==> src/rtl/can_filter_defs.vh <==
`ifndef CAN_FILTER_DEFS_VH
`define CAN_FILTER_DEFS_VH

// ----------------------------------------
// Register map (byte offsets, word index = byte/4)
// ----------------------------------------
`define ADDR_W 8
`define OFF_CTRL_12_TO_15 8'h00
`define OFF_CTRL_20_TO_23 8'h04
`define OFF_MASK0 8'h10
`define OFF_MASK1 8'h14
`define OFF_MASK2 8'h18
`define OFF_MASK3 8'h1C
`define OFF_ID_BASE 8'h20
`define OFF_RX_ID 8'h40
`define OFF_MATCH 8'h44

// ----------------------------------------
// Slot field layout within a byte
// ----------------------------------------
`define SLOT_W 8
`define SLOT_EN_BIT 7
`define SLOT_MSEL_HI 6
`define SLOT_MSEL_LO 5
`define SLOT_FSEL_HI 4
`define SLOT_FSEL_LO 0
`define SLOT_MASK 8'hFF

`define ID_W 29
`define CTRL_RESET 32'h0000_0000
`define ZERO32 32'h0000_0000

`endif

==> src/rtl/slot_decode.v <==
`timescale 1ns/1ns
`include "can_filter_defs.vh"

// ----------------------------------------
// One filter slot: mask choice and compare
// ----------------------------------------
module slot_decode #(
    parameter ID_W = `ID_W
) (
    input wire [7:0] slot_byte,
    input wire [ID_W-1:0] rx_id,
    input wire [ID_W-1:0] filter_id,
    input wire [4*ID_W-1:0] masks,
    output wire hit,
    output wire [4:0] buffer_choice
);
    wire filter_slot_enable;
    wire [1:0] mask_choice;
    reg [ID_W-1:0] mask_sel;

    assign filter_slot_enable = slot_byte[`SLOT_EN_BIT];
    assign mask_choice = slot_byte[`SLOT_MSEL_HI:`SLOT_MSEL_LO];
    assign buffer_choice = slot_byte[`SLOT_FSEL_HI:`SLOT_FSEL_LO];

    always @* begin
        case (mask_choice)
            2'h0: mask_sel = masks[ID_W-1:0];
            2'h1: mask_sel = masks[2*ID_W-1:ID_W];
            2'h2: mask_sel = masks[3*ID_W-1:2*ID_W];
            2'h3: mask_sel = masks[4*ID_W-1:3*ID_W];
            default: mask_sel = masks[ID_W-1:0];
        endcase
    end

    // Disabled slot never matches
    assign hit = filter_slot_enable &
        (((rx_id ^ filter_id) & mask_sel) == {ID_W{1'b0}});
endmodule // slot_decode

==> src/rtl/ctrl_word.v <==
`timescale 1ns/1ns
`include "can_filter_defs.vh"

// ----------------------------------------
// Control word of four slots with lock
// ----------------------------------------
module ctrl_word (
    input wire clk,
    input wire rst,
    input wire ce,
    input wire wr,
    input wire [31:0] wdata,
    output reg [31:0] word_reg
);
    reg [31:0] word_next;
    integer i;

    always @* begin
        word_next = word_reg;
        if (wr) begin
            for (i = 0; i < 4; i = i + 1) begin
                // Fields held while slot enabled; enable itself free
                if (!word_reg[i*`SLOT_W+`SLOT_EN_BIT])
                    word_next[i*`SLOT_W +: `SLOT_W] =
                        wdata[i*`SLOT_W +: `SLOT_W];
                else
                    word_next[i*`SLOT_W+`SLOT_EN_BIT] =
                        wdata[i*`SLOT_W+`SLOT_EN_BIT];
            end
        end
    end

    always @(posedge clk) begin
        if (rst)
            word_reg <= `CTRL_RESET;
        else if (ce)
            word_reg <= word_next;
    end
endmodule // ctrl_word

==> src/rtl/can_filter_ctrl.v <==
// Notes on behaviour
// - A slot takes part in filtering only while its enable bit is 1.
// - Mask select 00..11 applies acceptance mask 0..3.
// - A match steers the message to the buffer named by the 5-bit field.
// - Mask and buffer fields change only while the slot is disabled.
// - Filter 15 sits in bits 31..24 of the 12-15 word.
// - Filter 14 sits in bits 23..16 of the 12-15 word.
// - Filter 23 sits in bits 31..24 of the 20-23 word.
// - Filter 22 sits in bits 23..16, lower filters lower bytes.
//
// Design decisions made here: the placing of the registers and the address-and-strobe port.
`timescale 1ns/1ns
`include "can_filter_defs.vh"

module can_filter_ctrl #(
    parameter ID_W = `ID_W
) (
    input wire clk,
    input wire rst,
    input wire ce,
    input wire [`ADDR_W-1:0] addr,
    input wire [31:0] wdata,
    input wire wr,
    input wire rd,
    output reg [31:0] rdata,
    input wire rx_valid,
    input wire [ID_W-1:0] rx_id_in,
    output reg match_valid,
    output reg [4:0] match_buffer,
    output reg [4:0] match_filter
);
    // ----------------------------------------
    // Storage
    // ----------------------------------------
    wire [31:0] ctrl_lo_reg;
    wire [31:0] ctrl_hi_reg;
    reg [ID_W-1:0] mask_reg [0:3];
    reg [ID_W-1:0] id_reg [0:7];
    reg [ID_W-1:0] last_id_reg;
    reg [4:0] last_filter_reg;
    reg last_hit_reg;
    integer k;

    ctrl_word u_lo (
        .clk(clk),
        .rst(rst),
        .ce(ce),
        .wr(wr && addr == `OFF_CTRL_12_TO_15),
        .wdata(wdata),
        .word_reg(ctrl_lo_reg)
    );

    ctrl_word u_hi (
        .clk(clk),
        .rst(rst),
        .ce(ce),
        .wr(wr && addr == `OFF_CTRL_20_TO_23),
        .wdata(wdata),
        .word_reg(ctrl_hi_reg)
    );

    // Slot bytes: index 0..3 = filters 12..15, 4..7 = filters 20..23
    wire [63:0] slots;
    assign slots = {ctrl_hi_reg, ctrl_lo_reg};

    wire [4*ID_W-1:0] masks;
    assign masks = {mask_reg[3], mask_reg[2], mask_reg[1], mask_reg[0]};

    function is_id_addr;
        input [`ADDR_W-1:0] a;
        is_id_addr = (a >= `OFF_ID_BASE) && (a < `OFF_RX_ID)
            && (a[1:0] == 2'b00);
    endfunction

    function [2:0] id_index;
        input [`ADDR_W-1:0] a;
        id_index = a[4:2];
    endfunction

    // ----------------------------------------
    // Mask and identifier registers
    // ----------------------------------------
    always @(posedge clk) begin
        if (rst) begin
            for (k = 0; k < 4; k = k + 1)
                mask_reg[k] <= {ID_W{1'b0}};
            for (k = 0; k < 8; k = k + 1)
                id_reg[k] <= {ID_W{1'b0}};
        end else if (ce && wr) begin
            if (addr == `OFF_MASK0)
                mask_reg[0] <= wdata[ID_W-1:0];
            if (addr == `OFF_MASK1)
                mask_reg[1] <= wdata[ID_W-1:0];
            if (addr == `OFF_MASK2)
                mask_reg[2] <= wdata[ID_W-1:0];
            if (addr == `OFF_MASK3)
                mask_reg[3] <= wdata[ID_W-1:0];
            // Identifier locked like the slot fields
            if (is_id_addr(addr) &&
                !slots[id_index(addr)*8+`SLOT_EN_BIT])
                id_reg[id_index(addr)] <= wdata[ID_W-1:0];
        end
    end

    // ----------------------------------------
    // Per-slot compare
    // ----------------------------------------
    wire [7:0] hits;
    wire [39:0] bufs;
    genvar g;
    generate
        for (g = 0; g < 8; g = g + 1) begin : gen_slot
            slot_decode #(.ID_W(ID_W)) u_slot (
                .slot_byte(slots[g*8 +: 8]),
                .rx_id(rx_id_in),
                .filter_id(id_reg[g]),
                .masks(masks),
                .hit(hits[g]),
                .buffer_choice(bufs[g*5 +: 5])
            );
        end
    endgenerate

    // Lowest filter number wins when several match
    reg any_hit;
    reg [2:0] win;
    integer j;
    always @* begin
        any_hit = 1'b0;
        win = 3'd0;
        for (j = 7; j >= 0; j = j - 1) begin
            if (hits[j]) begin
                any_hit = 1'b1;
                win = j[2:0];
            end
        end
    end

    function [4:0] filter_number;
        input [2:0] s;
        filter_number = s[2] ? (5'd20 + {3'b000, s[1:0]})
                             : (5'd12 + {3'b000, s[1:0]});
    endfunction

    // ----------------------------------------
    // Match result
    // ----------------------------------------
    always @(posedge clk) begin
        if (rst) begin
            match_valid <= 1'b0;
            match_buffer <= 5'h00;
            match_filter <= 5'h00;
            last_id_reg <= {ID_W{1'b0}};
            last_filter_reg <= 5'h00;
            last_hit_reg <= 1'b0;
        end else if (ce) begin
            match_valid <= rx_valid && any_hit;
            if (rx_valid) begin
                last_id_reg <= rx_id_in;
                last_hit_reg <= any_hit;
                if (any_hit) begin
                    match_buffer <= bufs[win*5 +: 5];
                    match_filter <= filter_number(win);
                    last_filter_reg <= filter_number(win);
                end
            end
        end
    end

    // ----------------------------------------
    // Read port, data one cycle after strobe
    // ----------------------------------------
    reg [31:0] rmux;
    always @* begin
        rmux = `ZERO32;
        case (addr)
            `OFF_CTRL_12_TO_15: rmux = ctrl_lo_reg;
            `OFF_CTRL_20_TO_23: rmux = ctrl_hi_reg;
            `OFF_MASK0: rmux[ID_W-1:0] = mask_reg[0];
            `OFF_MASK1: rmux[ID_W-1:0] = mask_reg[1];
            `OFF_MASK2: rmux[ID_W-1:0] = mask_reg[2];
            `OFF_MASK3: rmux[ID_W-1:0] = mask_reg[3];
            `OFF_RX_ID: rmux[ID_W-1:0] = last_id_reg;
            `OFF_MATCH: rmux = {26'h000_0000, last_hit_reg,
                                last_filter_reg};
            default: begin
                if (is_id_addr(addr))
                    rmux[ID_W-1:0] = id_reg[id_index(addr)];
            end
        endcase
    end

    always @(posedge clk) begin
        if (rst)
            rdata <= `ZERO32;
        else if (ce)
            rdata <= rd ? rmux : `ZERO32;
    end
endmodule // can_filter_ctrl

==> config.mk <==
export PLATFORM = sky130hd
export DESIGN_NAME = can_filter_ctrl
export DESIGN_NICKNAME = d
export VERILOG_FILES = /design/src/rtl/slot_decode.v /design/src/rtl/ctrl_word.v /design/src/rtl/can_filter_ctrl.v
export VERILOG_INCLUDE_DIRS = /design/src /design/src/rtl
export SDC_FILE = /design/constraint.sdc
export NUM_CORES = 2
export LEC_CHECK = 0
export ABC_CLOCK_PERIOD_IN_PS = 8050
export BUFFER_PORTS_ARGS = -buffer_cell sky130_fd_sc_hd__clkbuf_2
export CORE_MARGIN = 2
export CORE_UTILIZATION = 40
export DETAILED_ROUTE_END_ITERATION = 8
export PLACE_DENSITY = 0.67
export SKIP_LAST_GASP = 1
export SLEW_MARGIN = 15
export SYNTH_ARGS = -nofsm -noshare
export SYNTH_HDL_FRONTEND = slang
export SYNTH_SLANG_ARGS = --single-unit
export TNS_END_PERCENT = 10
==> constraint.sdc <==
create_clock -name clk -period 8.05 [get_ports clk]
set_clock_uncertainty 0.05 [all_clocks]
set_input_delay 0.4025 -clock clk [delete_from_list [all_inputs] [get_ports clk]]
set_output_delay 0.4025 -clock clk [all_outputs]
set_load 0.03 [all_outputs]
==> impl_metrics.toml <==
[status]
status = "finished clean"

[grt]
first_global_vias = 27600
antenna_found_initial = 14
grt_overflow = 0
grt_pass1_wl_um = 242000
track_usage_pct = 41.2
grt_max_degree = 81

[clocking]
numCtsBuffers = 58
clockBufferDepth = 3
h-tree-depth = 2
cts_tree = "built"
cts.sinks = 485
ctsResizeCount = 0
clock-root-buffer = "clkbuf_16"
clk_pin_slew_ns = 0.07
cts_setup_buffers = 0
insertion_delay_ns = 0.66

[worst_setup_path]
cp_max_fo = 21
cp-end-kind = "flip-flop"
worstSetupPathType = "reg2reg"
start_kind = "flip-flop"
crit_required_ns = 8.55
cp.arrival_ns = 6.18

[sta]
setup_ws_ns = 2.37
worstMarginPinSlew_ns = 1.44
fin_crit_sh_pct = 70.5
setup_viol = 0
timing.hold.ws_ns = 0.0403
slew_viol_final = 0
fmax_ghz = 0.176
min_period_ns = 5.68
relSlewSlack_pct = 3.02
rsz0062_at_grt = "false"
hold_viol = 0
timing.setup.tns_ns = 0

[layout]
layout_commonest_cell = "and2_1"
largest_reg_flops = 232
synthToLayoutAreaGrowth_pct = 9.88
drive_above_1_share_pct = 23.5
finalNetCount = 3242
final_cell_mix = "351 x and2_1, 348 x edfxtp_1, 288 x mux2_2, 279 x nand2_1, 278 x o21ai_0"

[worst_hold_path]
hp-class = "in2reg"

[synthesis]
synth_edf_count = 348
async_flop_share_pct = 0
syn-num-nets = 3286
yosysWarnings = 0
syn_area_per_cell_um2 = 10.4
synth_area_mm2 = 0.0334
synth_seq_area_share_pct = 39.5
yosysUniqueCellTypes = 62
ys_top_cells_by_area = "edfxtp_1 31%, mux2_2 9.7%, mux4_2 8.2%, dfxtp_1 8.2%, and2_1 6.6%"
yosysTopAreaCell = "edfxtp_1"
synth-main-ff-cell = "edfxtp_1"
ys_ff_latch = 485
yosysTopAreaCellShare_pct = 31.3
synthCells = 3211

[floorplanning]
ioPinCount = 118
dieArea_mm2 = 0.0857
core-area_mm2 = 0.0824
dieHeight_um = 293
die_w_um = 293
start_util_pct = 40.5
core.rowCount = 105

[pwr]
total_power_uw = 6790
pwr-share-comb_pct = 15.5
ir_worst_vdd_mv = 0.154
power_frac_clock_pct = 40.7
cellPowerDensity_mw_per_mm2 = 185
swShare_pct = 31.0
p_int_uw = 4680
sequentialPowerShare_pct = 43.8
power.switching_uw = 2100
p_leak_uw = 0.0125

[route]
avgRoutedWirePerCell_um = 42.0
postRouteAntennaNets = 0
vias_per_cell = 6.99
drc = 0
drt-initial-drc-count = 5594
dr.pass1.iters = 9
totalWireLength_um = 180000
vias = 29900

[place]
io_buffers = 117
preCtsSetupSlack_ns = 2.63
hpwl_um = 135000
place_congestion = 1.09

[run]
drv_cap = 0
==> cell type report <==
class | instances | area (um2)
flip-flops and latches | 485 | 13200
diodes | 1 | 2.50
clock inverters | 37 | 375
well taps | 1070 | 1340
inverters | 8 | 30.0
fillers | 7656 | 45700
clock buffers | 70 | 1580
repair buffers | 188 | 1140
multi-input cells | 2426 | 19000
==> path summary, 6_finish.rpt <==
| kind | from | end | slack (ns) | depth (start not counted) |
|---|---|---|---|---|
| setup / recovery | u_hi.word_reg[30] | match_buffer[1] | 2.37 | 10 |
| hold reg to reg | last_id_reg[10] | last_id_reg[10] | 0.41 | 2 |
| setup reg to reg | u_hi.word_reg[30] | match_buffer[1] | 2.37 | 10 |
| hold / removal | rd | rdata[1] | 0.04 | 3 |
==> worst max-delay path, cell delays in order (launching register included) <==
cell and delay, ns:
dfxtp_2 0.88, mux2_2 0.42, o21ai_0 0.67, nand4_1 0.39, o41ai_1 0.81, nand2_1 0.19, a311oi_1 0.57, o211a_1 0.68
mux2_4 0.35, a221o_1 0.32, a41o_1 0.20
==> what timing repair did <==
action                     4_1_cts  5_1_grt
setup endpoints to repair        0        0
hold endpoints to repair         5        0
hold buffers                     3        0
==> metal layers <==
metal | global-route usage [%] | share of wire, % | wire, um
met1 | 55.1 | 38 | 68200
met2 | 60.7 | 42 | 76100
met3 | 11.6 | 13 | 24300
met4 | 20.8 | 6.2 | 11200
met5 | 0 | 0.036 | 64
==> Yosys cell counts (29+ instances only) <==
master	number
nor3_1	32
nand2_1	279
dfxtp_1	137
mux2i_1	126
mux4_2	122
buf_2	48
nor2_1	84
nand4_1	102
o211ai_1	128
o21ai_0	278
and2_1	351
edfxtp_1	348
a21oi_1	107
mux2_2	288
clkbuf_1	216
a221oi_1	29
xor2_1	228
==> power by group through the flow <==
stage	registers, uW	clock network (uW)	logic [uW]
2_1_floorplan	2900	0	548
3_3_place_gp	3000	0	1020
3_5_place_dp	3000	0	1000
4_1_cts	2950	2760	1000
5_1_grt	2970	2860	1060
6_report	2970	2760	1050
==> per-stage QoR <==
stage	cells	cell area, um2	util (%)
3_3_place_gp	4174	34700	42.1
4_1_cts	4284	36700	44.5
6_report	4285	36700	44.5
2_1_floorplan	3211	33400	-
5_1_grt	4284	36700	44.5
3_5_place_dp	4174	34700	42.1
==> cells by family after synthesis <==
logic type | share of synthesized area (%)
flip-flops | 39.5
AND/OR/NAND/NOR | 15.2
XOR/XNOR | 6.09
AO/OA/AOI/OAI | 13.0
multiplexers | 22.4
buffers and inverters | 3.81
Note: power is estimated with default switching activity, not from simulation.
